[src/hdl/spsq_pkg.sv]
package spsq_pkg;

  // Register port
  localparam int         ADDR_W   = 2;
  localparam logic [1:0] REG_CTRL = 2'h0;
  localparam logic [1:0] REG_STAT = 2'h1;
  localparam logic [1:0] REG_DATA = 2'h2;

  // Control register fields
  localparam int CR_MSTR = 5;
  localparam int CR_CPOL = 4;
  localparam int CR_CLOCK_PHASE = 3;
  localparam int CR_SPE  = 1;

  // Status and control register fields
  localparam int SR_RXFULL  = 7;
  localparam int SR_ERROR_IRQ_ENABLE   = 6;
  localparam int SR_OVERFLOW_FLAG    = 5;
  localparam int SR_MODE_FAULT_FLAG    = 4;
  localparam int SR_TXEMPTY = 3;
  localparam int SR_MODE_FAULT_ENABLE  = 2;
  localparam int SR_RATE_HI = 1;
  localparam int SR_RATE_LO = 0;

  // Rate codes and bit times in bus cycles
  localparam logic [1:0] RATE_HALF              = 2'h0;
  localparam logic [1:0] RATE_THIRTY_SECOND     = 2'h1;
  localparam logic [1:0] RATE_CODE_TWO          = 2'h2;
  localparam logic [1:0] RATE_ONE_TWENTY_EIGHTH = 2'h3;
  localparam int         BIT_CYC_R0             = 2;
  localparam int         BIT_CYC_R1             = 8;
  localparam int         BIT_CYC_R2             = 32;
  localparam int         BIT_CYC_R3             = 128;
  localparam int         HALF_W                 = 7;

  // Sequencing
  localparam logic [3:0] STEP_LAST   = 4'hf;
  localparam logic [3:0] SMP_BIT1    = 4'h6;
  localparam logic [3:0] SMP_LAST    = 4'h7;
  localparam logic [3:0] SMP_ALL     = 4'h8;
  localparam logic [3:0] SYNC_RST    = 4'h1;

  typedef struct packed {
    logic sclk;
    logic mosi;
    logic miso;
  } spsq_pin_s;

  typedef struct packed {
    logic mstr;
    logic cpol;
    logic clock_phase;
    logic spi_enable;
  } spsq_ctrl_s;

  localparam spsq_ctrl_s CTRL_RST = '{mstr: 1'b0, cpol: 1'b0, clock_phase: 1'b1, spi_enable: 1'b0};

  typedef enum {ST_IDLE, ST_MASTER, ST_SLAVE} spsq_state_e;

  // Half a bit time, in bus cycles
  function automatic logic [HALF_W-1:0] spsq_half_bit(input logic [1:0] rate);
    unique case (rate)
      RATE_HALF:          spsq_half_bit = HALF_W'(BIT_CYC_R0 / 2);
      RATE_THIRTY_SECOND: spsq_half_bit = HALF_W'(BIT_CYC_R1 / 2);
      RATE_CODE_TWO:      spsq_half_bit = HALF_W'(BIT_CYC_R2 / 2);
      default:            spsq_half_bit = HALF_W'(BIT_CYC_R3 / 2);
    endcase
  endfunction

endpackage

[src/hdl/spsq_core.sv]
// Local design decisions: strobed register access and the register offsets.
`timescale 1ns/1ps
module spsq_core
  import spsq_pkg::*;
(
  input  wire logic              sys_clk,
  input  wire logic              resetn,
  input  wire logic [ADDR_W-1:0] regAddr,
  input  wire logic [7:0]        regWdata,
  input  wire logic              regWr,
  input  wire logic              regRd,
  output logic [7:0]             regRdata,
  input  wire spsq_pin_s         pinIn,
  input  wire logic              slaveSelN,
  output spsq_pin_s              pinOut,
  output spsq_pin_s              pinOe,
  output logic                   errIrq
);

  localparam int LatMax = BIT_CYC_R3 + 1;

  logic [1:0]  rstPipe_q;
  logic        rstN;
  logic [3:0]  syncOut;
  logic        sclkS;
  logic        mosiS;
  logic        misoS;
  logic        ssnS;
  logic        sclkPrev_q;
  logic        ssnPrev_q;
  spsq_ctrl_s  ctrl_q;
  logic        mode_fault_enable_q;
  logic        error_irq_enable_q;
  logic [1:0]  rate_q;
  spsq_state_e st_q;
  logic [3:0]  step_q;
  logic [3:0]  bitCnt_q;
  logic [7:0]  shift_q;
  logic        outBit_q;
  logic [7:0]  txBuf_q;
  logic        txFull_q;
  logic [7:0]  rxData_q;
  logic        rxFull_q;
  logic        overflow_flag_q;
  logic        mode_fault_flag_q;
  logic        armRx_q;
  logic        armOv_q;
  logic        armMf_q;
  logic [7:0]  regRdata_q;
  logic [7:0]  readVal;
  logic        mHalf;
  logic        mBit;
  logic        ctrlWr;
  logic        statWr;
  logic        dataWr;
  logic        statRd;
  logic        dataRd;
  logic        sclkChg;
  logic        leadEdge;
  logic        trailEdge;
  logic        ssnFall;
  logic        sSel;
  logic        mStart;
  logic        mSample;
  logic        mShift;
  logic        mEnd;
  logic        sStart;
  logic        sSample;
  logic        sShift;
  logic        sEnd;
  logic        sampleEv;
  logic        shiftEv;
  logic        inBit;
  logic        loadNow;
  logic        slaveAbort;
  logic        masterFault;
  logic        slaveFault;
  logic        modfSet;
  logic        rxDone;
  logic        ovSet;

  // Reset release
  always_ff @(posedge sys_clk or negedge resetn)
  begin
    if (!resetn)
      rstPipe_q <= 2'h0;
    else
      rstPipe_q <= {rstPipe_q[0], 1'b1};
  end
  assign rstN = rstPipe_q[1];

  spsq_sync #(
    .W       (4),
    .RST_VAL (SYNC_RST)
  ) u_sync (
    .clk  (sys_clk),
    .rstN (rstN),
    .din  ({pinIn.sclk, pinIn.mosi, pinIn.miso, slaveSelN}),
    .dout (syncOut)
  );
  assign {sclkS, mosiS, misoS, ssnS} = syncOut;

  spsq_rate_gen u_rate (
    .clk      (sys_clk),
    .rstN     (rstN),
    .run      (ctrl_q.spi_enable && ctrl_q.mstr),
    .rate     (rate_q),
    .halfTick (mHalf),
    .bitTick  (mBit)
  );

  // Register strobes
  assign ctrlWr = regWr && (regAddr == REG_CTRL);
  assign statWr = regWr && (regAddr == REG_STAT);
  assign dataWr = regWr && (regAddr == REG_DATA) && ctrl_q.spi_enable;
  assign statRd = regRd && (regAddr == REG_STAT);
  assign dataRd = regRd && (regAddr == REG_DATA);

  // Link edges
  always_ff @(posedge sys_clk or negedge rstN)
  begin
    if (!rstN)
    begin
      sclkPrev_q <= 1'b0;
      ssnPrev_q  <= 1'b1;
    end
    else
    begin
      sclkPrev_q <= sclkS;
      ssnPrev_q  <= ssnS;
    end
  end
  assign sclkChg   = sclkS != sclkPrev_q;
  assign leadEdge  = sclkChg && (sclkS != ctrl_q.cpol);
  assign trailEdge = sclkChg && (sclkS == ctrl_q.cpol);
  assign ssnFall   = ssnPrev_q && !ssnS;

  // Master sequencing
  assign mStart  = (st_q == ST_IDLE) && ctrl_q.spi_enable && ctrl_q.mstr && txFull_q && mBit;
  assign mSample = (st_q == ST_MASTER) && mHalf && !step_q[0];
  assign mShift  = (st_q == ST_MASTER) && mHalf && step_q[0] && (step_q != STEP_LAST);
  assign mEnd    = (st_q == ST_MASTER) && mHalf && (step_q == STEP_LAST);

  // Slave sequencing
  assign sSel    = ctrl_q.spi_enable && !ctrl_q.mstr && !ssnS;
  assign sStart  = (st_q == ST_IDLE) && sSel && (ctrl_q.clock_phase ? leadEdge : ssnFall);
  assign sSample = (st_q == ST_SLAVE) && sSel && (ctrl_q.clock_phase ? trailEdge : leadEdge);
  assign sShift  = (st_q == ST_SLAVE) && sSel
                   && (ctrl_q.clock_phase ? (leadEdge && bitCnt_q != 4'h0) : (trailEdge && bitCnt_q != SMP_ALL));
  assign sEnd    = (st_q == ST_SLAVE) && sSel && trailEdge
                   && (bitCnt_q == (ctrl_q.clock_phase ? SMP_LAST : SMP_ALL));
  assign slaveAbort = (st_q == ST_SLAVE) && ssnS;

  assign sampleEv = mSample || sSample;
  assign shiftEv  = mShift || sShift;
  assign inBit    = ctrl_q.mstr ? misoS : mosiS;
  assign loadNow  = mStart || (mEnd && txFull_q)
                    || ((st_q == ST_IDLE) && ctrl_q.spi_enable && !ctrl_q.mstr && txFull_q);

  // Faults
  assign masterFault = ctrl_q.spi_enable && ctrl_q.mstr && mode_fault_enable_q && !ssnS;
  assign slaveFault  = slaveAbort && !ctrl_q.mstr && mode_fault_enable_q;
  assign modfSet     = masterFault || slaveFault;

  // Control bits
  always_ff @(posedge sys_clk or negedge rstN)
  begin
    if (!rstN)
    begin
      ctrl_q   <= CTRL_RST;
      mode_fault_enable_q <= 1'b0;
      error_irq_enable_q  <= 1'b0;
      rate_q   <= RATE_HALF;
    end
    else
    begin
      if (ctrlWr)
      begin
        ctrl_q.mstr <= regWdata[CR_MSTR];
        ctrl_q.cpol <= regWdata[CR_CPOL];
        ctrl_q.clock_phase <= regWdata[CR_CLOCK_PHASE];
        ctrl_q.spi_enable  <= regWdata[CR_SPE];
      end
      if (masterFault)
        ctrl_q.spi_enable <= 1'b0;
      if (statWr)
      begin
        error_irq_enable_q  <= regWdata[SR_ERROR_IRQ_ENABLE];
        mode_fault_enable_q <= regWdata[SR_MODE_FAULT_ENABLE];
        rate_q   <= regWdata[SR_RATE_HI:SR_RATE_LO];
      end
    end
  end

  // Transfer state and counters
  always_ff @(posedge sys_clk or negedge rstN)
  begin
    if (!rstN)
    begin
      st_q     <= ST_IDLE;
      step_q   <= 4'h0;
      bitCnt_q <= 4'h0;
    end
    else if (!ctrl_q.spi_enable || masterFault || slaveAbort)
    begin
      st_q     <= ST_IDLE;
      step_q   <= 4'h0;
      bitCnt_q <= 4'h0;
    end
    else
    begin
      unique case (st_q)
        ST_IDLE:
        begin
          step_q   <= 4'h0;
          bitCnt_q <= 4'h0;
          if (mStart)
            st_q <= ST_MASTER;
          else if (sStart)
            st_q <= ST_SLAVE;
        end
        ST_MASTER:
        begin
          if (mEnd)
          begin
            step_q   <= 4'h0;
            bitCnt_q <= 4'h0;
            if (!txFull_q)
              st_q <= ST_IDLE;
          end
          else if (mHalf)
          begin
            step_q <= step_q + 4'h1;
            if (mSample)
              bitCnt_q <= bitCnt_q + 4'h1;
          end
        end
        ST_SLAVE:
        begin
          if (sSample)
            bitCnt_q <= bitCnt_q + 4'h1;
          if (sEnd)
            st_q <= ST_IDLE;
        end
      endcase
    end
  end

  // Shift register and serial output bit
  always_ff @(posedge sys_clk or negedge rstN)
  begin
    if (!rstN)
    begin
      shift_q  <= 8'h00;
      outBit_q <= 1'b0;
    end
    else if (!ctrl_q.spi_enable)
    begin
      shift_q  <= 8'h00;
      outBit_q <= 1'b0;
    end
    else if (loadNow)
    begin
      shift_q  <= txBuf_q;
      outBit_q <= txBuf_q[7];
    end
    else if (sampleEv)
      shift_q <= {shift_q[6:0], inBit};
    else if (shiftEv || st_q == ST_IDLE)
      outBit_q <= shift_q[7];
  end

  // Transmit buffer
  always_ff @(posedge sys_clk or negedge rstN)
  begin
    if (!rstN)
    begin
      txBuf_q  <= 8'h00;
      txFull_q <= 1'b0;
    end
    else
    begin
      if (loadNow)
        txFull_q <= 1'b0;
      if (dataWr)
      begin
        txBuf_q  <= regWdata;
        txFull_q <= 1'b1;
      end
      if (!ctrl_q.spi_enable || masterFault)
        txFull_q <= 1'b0;
    end
  end

  // Receive, overflow
  assign rxDone = sampleEv && (bitCnt_q == SMP_LAST);
  assign ovSet  = sampleEv && (bitCnt_q == SMP_BIT1) && rxFull_q;

  always_ff @(posedge sys_clk or negedge rstN)
  begin
    if (!rstN)
    begin
      rxData_q <= 8'h00;
      rxFull_q <= 1'b0;
      overflow_flag_q   <= 1'b0;
      armRx_q  <= 1'b0;
      armOv_q  <= 1'b0;
    end
    else
    begin
      if (statRd)
      begin
        armRx_q <= rxFull_q;
        armOv_q <= overflow_flag_q;
      end
      else if (dataRd)
      begin
        armRx_q <= 1'b0;
        armOv_q <= 1'b0;
      end
      if (dataRd && armRx_q)
        rxFull_q <= 1'b0;
      if (dataRd && armOv_q)
        overflow_flag_q <= 1'b0;
      if (rxDone && !overflow_flag_q)
      begin
        rxData_q <= {shift_q[6:0], inBit};
        rxFull_q <= 1'b1;
      end
      if (ovSet)
        overflow_flag_q <= 1'b1;
    end
  end

  // Mode fault flag
  always_ff @(posedge sys_clk or negedge rstN)
  begin
    if (!rstN)
    begin
      mode_fault_flag_q  <= 1'b0;
      armMf_q <= 1'b0;
    end
    else
    begin
      if (modfSet || ctrlWr)
        armMf_q <= 1'b0;
      else if (statRd && mode_fault_flag_q)
        armMf_q <= 1'b1;
      if (ctrlWr && armMf_q && !modfSet)
        mode_fault_flag_q <= 1'b0;
      if (modfSet)
        mode_fault_flag_q <= 1'b1;
    end
  end

  // Register readback
  always_comb
  begin
    readVal = 8'h00;
    unique case (regAddr)
      REG_CTRL:
      begin
        readVal[CR_MSTR] = ctrl_q.mstr;
        readVal[CR_CPOL] = ctrl_q.cpol;
        readVal[CR_CLOCK_PHASE] = ctrl_q.clock_phase;
        readVal[CR_SPE]  = ctrl_q.spi_enable;
      end
      REG_STAT:
      begin
        readVal[SR_RXFULL]              = rxFull_q;
        readVal[SR_ERROR_IRQ_ENABLE]               = error_irq_enable_q;
        readVal[SR_OVERFLOW_FLAG]                = overflow_flag_q;
        readVal[SR_MODE_FAULT_FLAG]                = mode_fault_flag_q;
        readVal[SR_TXEMPTY]             = !txFull_q;
        readVal[SR_MODE_FAULT_ENABLE]              = mode_fault_enable_q;
        readVal[SR_RATE_HI:SR_RATE_LO]  = rate_q;
      end
      REG_DATA:
        readVal = rxData_q;
      default:
        readVal = 8'h00;
    endcase
  end

  always_ff @(posedge sys_clk or negedge rstN)
  begin
    if (!rstN)
      regRdata_q <= 8'h00;
    else
      regRdata_q <= regRd ? readVal : 8'h00;
  end
  assign regRdata = regRdata_q;

  // Pins
  assign pinOut.sclk = ctrl_q.cpol ^ ((st_q == ST_MASTER) && (step_q[0] ^ ctrl_q.clock_phase));
  assign pinOut.mosi = outBit_q;
  assign pinOut.miso = outBit_q;
  assign pinOe.sclk  = ctrl_q.spi_enable && ctrl_q.mstr;
  assign pinOe.mosi  = ctrl_q.spi_enable && ctrl_q.mstr;
  assign pinOe.miso  = sSel;
  assign errIrq      = error_irq_enable_q && (overflow_flag_q || mode_fault_flag_q);
endmodule

[src/hdl/spsq_sync.sv]
`timescale 1ns/1ps
module spsq_sync
  import spsq_pkg::*;
#(
  parameter int           W       = 4,
  parameter logic [W-1:0] RST_VAL = '0
)(
  input  wire logic         clk,
  input  wire logic         rstN,
  input  wire logic [W-1:0] din,
  output logic [W-1:0]      dout
);

  logic [W-1:0] stage1_q;

  // Two-flop synchroniser
  always_ff @(posedge clk or negedge rstN)
  begin
    if (!rstN)
    begin
      stage1_q <= RST_VAL;
      dout     <= RST_VAL;
    end
    else
    begin
      stage1_q <= din;
      dout     <= stage1_q;
    end
  end

endmodule

[src/hdl/spsq_rate_gen.sv]
`timescale 1ns/1ps
module spsq_rate_gen
  import spsq_pkg::*;
(
  input  wire logic       clk,
  input  wire logic       rstN,
  input  wire logic       run,
  input  wire logic [1:0] rate,
  output logic            halfTick,
  output logic            bitTick
);

  logic [HALF_W-1:0] cnt_q;
  logic              phase_q;

  assign halfTick = run && (cnt_q == spsq_half_bit(rate) - HALF_W'(1));
  assign bitTick  = halfTick && phase_q;

  // Free-running divider, held in reset unless enabled master
  always_ff @(posedge clk or negedge rstN)
  begin
    if (!rstN)
    begin
      cnt_q   <= '0;
      phase_q <= 1'b0;
    end
    else if (!run)
    begin
      cnt_q   <= '0;
      phase_q <= 1'b0;
    end
    else if (halfTick)
    begin
      cnt_q   <= '0;
      phase_q <= !phase_q;
    end
    else
    begin
      cnt_q <= cnt_q + HALF_W'(1);
    end
  end

endmodule

[config.mk]
export PLATFORM = sky130hd
export DESIGN_NAME = spsq_core
export DESIGN_NICKNAME = d
export VERILOG_FILES = /design/src/hdl/spsq_pkg.sv /design/src/hdl/spsq_core.sv /design/src/hdl/spsq_sync.sv /design/src/hdl/spsq_rate_gen.sv
export SDC_FILE = /design/constraint.sdc
export NUM_CORES = 1
export LEC_CHECK = 0
export ABC_AREA = 1
export BUFFER_PORTS_ARGS = -buffer_cell sky130_fd_sc_hd__buf_2
export CORE_MARGIN = 4
export CORE_UTILIZATION = 55
export DETAILED_ROUTE_END_ITERATION = 10
export MAX_ROUTING_LAYER = met4
export PLACE_DENSITY = 0.85
export SKIP_CTS_REPAIR_TIMING = 1
export SLEW_MARGIN = 20
export SYNTH_ARGS = -nofsm -noshare
export SYNTH_HDL_FRONTEND = slang
export SYNTH_HIERARCHICAL = 1
export SYNTH_SLANG_ARGS = --single-unit
[constraint.sdc]
create_clock -name sys_clk -period 2.7 [get_ports sys_clk]
set_clock_uncertainty 0.15 [all_clocks]
set_input_delay 0.27 -clock sys_clk [delete_from_list [all_inputs] [get_ports sys_clk]]
set_output_delay 0.27 -clock sys_clk [all_outputs]
set_load 0.01 [all_outputs]
==> summary.md, run 1 <==
| Metric | Value |
|---|---|
| N_diodes | 0 |
| Final Hold Fails | 0 |
| Critical Path Start Type | register |
| Final setup margin | 0.391 ns |
| Total power | 2940 uW |
| Port Buf Inserts | 32 |
| Crit path required time | 2.84 ns |
| Die Width | 93.8 um |
| Row cnt | 31 |
| Fin Setup TNS | 0 ns |
| Initial antenna violation count | 0 |
| Vias per cell | 5.26 |
| Ys async rst share | 1.00 |
| Cell area power density | 658 mW/mm^2 |
| Area Overhead vs Synth | 10.2% |
| Core Footprint | 0.00721 sq mm |
| H-tree levels | 3 |
| Ys flop type | dfrtp_1 |
| CTS max path bufs | 2 |
| RSZ-0062 raised after global routing | false |
| GRT Total Usage | 0.215 |
| Nets | 560 |
| Fmax | 0.433 GHz |
| Max incr delay on CP | 0.56 ns |
| Skew-Pair Late Insertion Delay | 0.35 ns |
| Inst Count DP | 613 |
| Global-route wire length before repair | 14500 um |
| Worst Path Arrival | 2.45 ns |
| Starting density of the core | 0.562 |
| Number of global-route vias before repair | 3127 |
| Number of max-cap violations | 0 |
| WS Path Type | reg2reg |
| Number of routed nets with antenna violations | 0 |
| Post-synthesis cell type count | 40 |
| Clock Sinks | 78 |
| WL/cell | 13.3 um |
| Max transition margin | 0.618 |
| Worst vdd ir | 0.375 mV |
| Non-Filler Instances | 634 |
| GP Congestion | 0.980 |
| Setup WS pre-CTS | 0.436 ns |
| Post-synth net total | 522 |
| Period minus WS final | 2.31 ns |
| Combinational power share | 0.243 |
| Slowest CP cell | dfrtp_1 |
| Crit path cell chain | nand2_1 -> inv_1 -> inv_1 -> nor2_1 -> nand2_1 -> nor2_2 -> nand2_1 -> nand2_2 -> nand2_1 -> o21ai_0 -> nand3_2 -> nand2_1 |
| Die height | 93.8 um |
| CTS root buffer | clkbuf_8 |
| First-pass DRT Iterations | 7 |
| Crit. End Element | register |
| Post-Syn Area | 0.00405 sq mm |
| Sequential area share after synthesis | 0.483 |
| Hold Crit Class | in2reg |
| Sequential share of power | 0.500 |
| DRC Markers | 0 |
| Seq cells post-synth | 78 |
| Final setup fails | 0 |
| Cell-internal power | 1910 uW |
| Worst path most repeated cell | nand2_1 |
| Status | completed |
| Syn Area/Cell | 8.24 sq um |
| Starting DRC count in detailed routing | 225 |
| Worst-Margin Slew | 0.574 ns |
| Number of synthesized flops with an enable pin | 0 |
| Mapped Cells | 492 |
| Final hold slack | 0.00177 ns |
| CTS buffer count | 9 |
| Switching share of power | 0.350 |
| Fraction of layout cells with a size suffix above 1 | 0.172 |
| Die footprint | 0.00881 sq mm |
| CTS tree | built |
| Max Slew Vio Count | 0 |
| Remaining Overflow, GRT | 0 |
| CP Max Fanout | 11 |
| Clock share of power | 0.257 |
| Filler cell count in the final layout | 653 |
| Count of warnings emitted by yosys | 6 |
| Pleak | 0.00228 uW |
| WL final | 8410 um |
| Fin crit share | 0.855 |
| Via Count | 3337 |
| Largest net degree at the start of global routing | 27 |
| IO Pins | 33 |
| Worst-path clk slew | 0.08 ns |
| Switch Pwr | 1030 uW |
| DP HPWL | 6420 um |
## final cells by class
| class | instances | area, sq um | area share |
|---|---|---|---|
| Timing Repair Buffer | 41 | 240 | 0.0538 |
| Tap cell | 99 | 124 | 0.0277 |
| Inverter | 65 | 258 | 0.0577 |
| Clock buffer | 11 | 131 | 0.0294 |
| Clock inverter | 5 | 35.0 | 0.00784 |
| Sequential cell | 78 | 1960 | 0.438 |
| Multi-Input combinational cell | 335 | 1720 | 0.385 |
## layout by cell type, fill, tap and decap left out, types with 7 or more instances in the layout
cell type    n
nand2_1    155
dfrtp_1     73
inv_1       57
buf_2       32
o21ai_0     26
nor2_1      25
nand3_1     25
a21oi_1     22
o21ai_1     13
ha_1        12
clkbuf_8     9
nand2_2      8
o21ai_2      7
## cell usage after synthesis (all sizes together) (2+ instances only)
master / count / area (sq um)
nand3: 29 / 173
nand2: 167 / 686
nand4: 5 / 31.3
dfstp: 4 / 105
buf: 10 / 103
o22ai: 3 / 18.8
dfrtp: 74 / 1850
nor3: 5 / 35.0
inv: 64 / 253
o21ai: 46 / 256
a21oi: 23 / 119
clkbuf: 4 / 15.0
ha: 12 / 150
o211ai: 4 / 30.0
xor2: 6 / 52.6
and3: 2 / 12.5
nor2: 27 / 111
## sequential cells by signal, summed over array words and instances, names as in the netlist, 2 cells and up
register         count
shift_q              8
ctrl_q               4
txBuf_q              8
u_sync/dout          4
bitCnt_q             4
u_sync/stage1_q      4
rstPipe_q            2
regRdata             8
rate_q               2
st_q                 2
u_rate/cnt_q         7
step_q               4
rxData_q             8
## worst paths after layout
| kind | from | endpoint | slack, ns | cells past startpoint |
|---|---|---|---|---|
| setup / recovery | ctrl_q[3] | shift_q[7] | 0.39 | 12 |
| hold / removal | regWdata[7] | txBuf_q[7] | 0.002 | 2 |
| setup reg to reg | ctrl_q[3] | shift_q[7] | 0.39 | 12 |
| hold reg to reg | rstPipe_q[1] | outBit_q | 0.12 | 0 |
| max in group asynchronous | rstPipe_q[1] | u_sync/stage1_q[0] | 1.57 | 1 |
| min in group asynchronous | resetn | rstPipe_q[0] | 0.07 | 2 |
## worst max-delay path, delay by kind of cell, from the launching register on
kind / cells / cell delay [ns]
simple gates: 9 / 1.05
flops: 1 / 0.56
buf+inv: 2 / 0.34
compound gates: 1 / 0.15
## layer usage
layer,up-vias,GRT usage,share of wire
li1,1635,-,-
met1,1576,0.290,0.46
met2,103,0.316,0.47
met3,23,0.0337,0.051
met4,0,0.107,0.026
met5,-,-,0
## power groups by stage
| stage | Combinational (uW) | Clock, uW | Sequential, uW |
|---|---|---|---|
| 6_report | 715 | 755 | 1470 |
| 5_1_grt | 815 | 828 | 1490 |
| 4_1_cts | 711 | 769 | 1470 |
| 3_5_place_dp | 706 | 0 | 1490 |
| 3_3_place_gp | 683 | 0 | 1480 |
| 2_1_floorplan | 607 | 0 | 1440 |
## kinds of logic after synthesis
| logic type | after synthesis | share of synthesized area |
|---|---|---|
| AO/OA/AOI/OAI | 79 | 0.110 |
| XOR/XNOR | 7 | 0.0151 |
| adder cells (fa/ha/maj) | 12 | 0.0370 |
| buffers and inverters | 79 | 0.0926 |
| flip-flops | 78 | 0.483 |
| multiplexers | 1 | 0.00278 |
| other | 1 | 0.000925 |
| AND/OR/NAND/NOR | 235 | 0.259 |
## per-stage QoR
step           area, sq um   util
4_1_cts               4420  0.612
2_1_floorplan         4050      -
5_1_grt               4470  0.619
3_3_place_gp          4250  0.589
6_report              4470  0.619
3_5_place_dp          4250  0.589
Note: power is estimated with default switching activity, not from simulation.
==> run 2: changes to the inputs <==
Settings changed: CORE_UTILIZATION 55 to 50, PLACE_DENSITY 0.85 to 0.79.
==> summary.md, run 2 (same netlist as run 1, synthesis figures left out) <==
| Metric | Value |
|---|---|
| CTS tree | built |
| Die Width | 98.0 um |
| Fraction of layout cells with a size suffix above 1 | 0.169 |
| Remaining Overflow, GRT | 0 |
| CP Max Fanout | 11 |
| Area Overhead vs Synth | 12.6% |
| Most frequent cells in the layout | 155 x nand2_1, 73 x dfrtp_1, 57 x inv_1 |
| H-tree levels | 3 |
| Crit path required time | 2.80 ns |
| WS Path Type | reg2reg |
| Pleak | 0.00232 uW |
| Worst-path clk slew | 0.08 ns |
| Vias per cell | 5.10 |
| Final Core Density | 0.585 |
| Starting density of the core | 0.519 |
| Die height | 98.0 um |
| Worst-Margin Slew | 0.938 ns |
| Number of global-route vias before repair | 3096 |
| Max incr delay on CP | 0.56 ns |
| Max transition margin | 0.374 |
| Fin Setup TNS | 0 ns |
| Crit path cell chain | nand2_1 -> inv_1 -> inv_1 -> nor2_1 -> nand2_1 -> nor2_2 -> nand2_1 -> nand2_2 -> nor2_4 -> nand2_1 -> o21ai_1 -> nand3_1 -> nand2_1 |
| Nets | 558 |
| Die footprint | 0.00961 sq mm |
| Reg2reg setup slack | 0.42 ns |
| RR Endpoint | outBit_q |
| Worst vdd ir | 0.438 mV |
| Crit Reg-Reg Startpoint | ctrl_q[0] |
| Final Hold Fails | 0 |
| Via Count | 3241 |
| Commonest non-fill, non-tap cell in the layout | nand2_1 |
| Skew-Pair Late Insertion Delay | 0.36 ns |
| Starting DRC count in detailed routing | 228 |
| WL final | 8720 um |
| IO Pins | 33 |
| Cell area power density | 739 mW/mm^2 |
| CTS root buffer | clkbuf_8 |
| Crit. End Element | register |
| CTS max path bufs | 2 |
| Total power | 3370 uW |
| Hold EP | ctrl_q[1] |
| N_diodes | 0 |
| Clock Sinks | 78 |
| Worst path most repeated cell | nand2_1 |
| WL/cell | 13.7 um |
| Largest net degree at the start of global routing | 77 |
| DRC Markers | 0 |
| Global-route wire length before repair | 15100 um |
| Port Buf Inserts | 32 |
| Hold Path Depth | 3 |
| Worst hold start | regWdata[3] |
| CTS buffer count | 9 |
| Fin crit share | 0.845 |
| Fmax | 0.438 GHz |
| Critical Path Start Type | register |
| RSZ-0062 raised after global routing | false |
| Status | completed |
| R2R depth | 13 |
| DP HPWL | 6270 um |
| Hold Crit Class | in2reg |
| GRT Total Usage | 0.200 |
| Number of max-cap violations | 0 |
| Core Footprint | 0.00781 sq mm |
| Initial antenna violation count | 0 |
| Filler cell count in the final layout | 712 |
| Final setup fails | 0 |
| Worst Path Arrival | 2.39 ns |
| First-pass DRT Iterations | 4 |
| Period minus WS final | 2.28 ns |
| Slowest CP cell | dfrtp_1 |
| GP Congestion | 0.918 |
| Row cnt | 32 |
| Number of routed nets with antenna violations | 0 |
| Max Slew Vio Count | 0 |
==> run 2: changes by cell type in the layout (fill, tap and decap cells not counted) <==
cell	before	now
buf_4	4	1
bufinv_16	0	4
clkbuf_1	2	1
clkbuf_8	9	10
clkinv_2	3	1
clkinv_4	1	0
clkinvlp_4	1	0
dfrtp_2	1	0
dfrtp_4	0	1
dlygate4sd3_1	5	6
==> run 2: how the worst max path moves through the flow <==
stage | start | endpoint | cells past startpoint | slack (ns)
final | ctrl_q[0] | outBit_q | 13 | 0.42
after CTS | ctrl_q[0] | shift_q[6] | 13 | 0.42
after global routing | rate_q[1] | st_q[1] | 13 | 0.15
after detailed placement | ctrl_q[0] | shift_q[6] | 13 | 0.43
after floorplan | rstPipe_q[1] | armMf_q | 0 | 0.22
after global placement | ctrl_q[0] | st_q[0] | 11 | 0.45
==> run 2: final cells by class <==
type / instances / area [sq um] / share of cell area
repair buffers: 39 / 228 / 0.0499
flip-flops and latches: 78 / 1960 / 0.430
clock buffers: 11 / 141 / 0.0310
multi-input cells: 335 / 1720 / 0.377
inverters: 65 / 258 / 0.0565
clock inverters: 5 / 129 / 0.0282
well taps: 102 / 128 / 0.0280
==> run 2: metal layers <==
layer  track usage  vias to the layer above  share of wire
li1              -                     1626              -
met3        0.0457                       10          0.045
met5             -                        -              0
met4        0.0543                        0          0.011
met1         0.273                     1521           0.48
met2         0.303                       84           0.47
==> run 2: through the flow <==
stage / worst slack (ns) / hold WS, ns / std cells / cell area [sq um]
final: 0.418 / 0.0142 / 635 / 4560
after global routing: 0.152 / 0.0495 / 635 / 4560
after CTS: 0.417 / -0.477 / 629 / 4500
after detailed placement: 0.434 / -0.0897 / 613 / 4230
after global placement: 0.445 / -0.0944 / 613 / 4230
after floorplan: 0.224 / -0.176 / 492 / 4050
==> run 2: worst max-delay path, delay by kind of cell (launching register included) <==
| kind | cells | cell delay (ns) |
|---|---|---|
| flops | 1 | 0.56 |
| simple gates | 10 | 1.06 |
| buf+inv | 2 | 0.35 |
| compound gates | 1 | 0.06 |
==> run 2: where the power goes <==
| part | total (uW) | switching (uW) | internal, uW |
|---|---|---|---|
| Clock | 1180 | 445 | 737 |
| Combinational | 707 | 458 | 250 |
| Sequential | 1480 | 158 | 1320 |
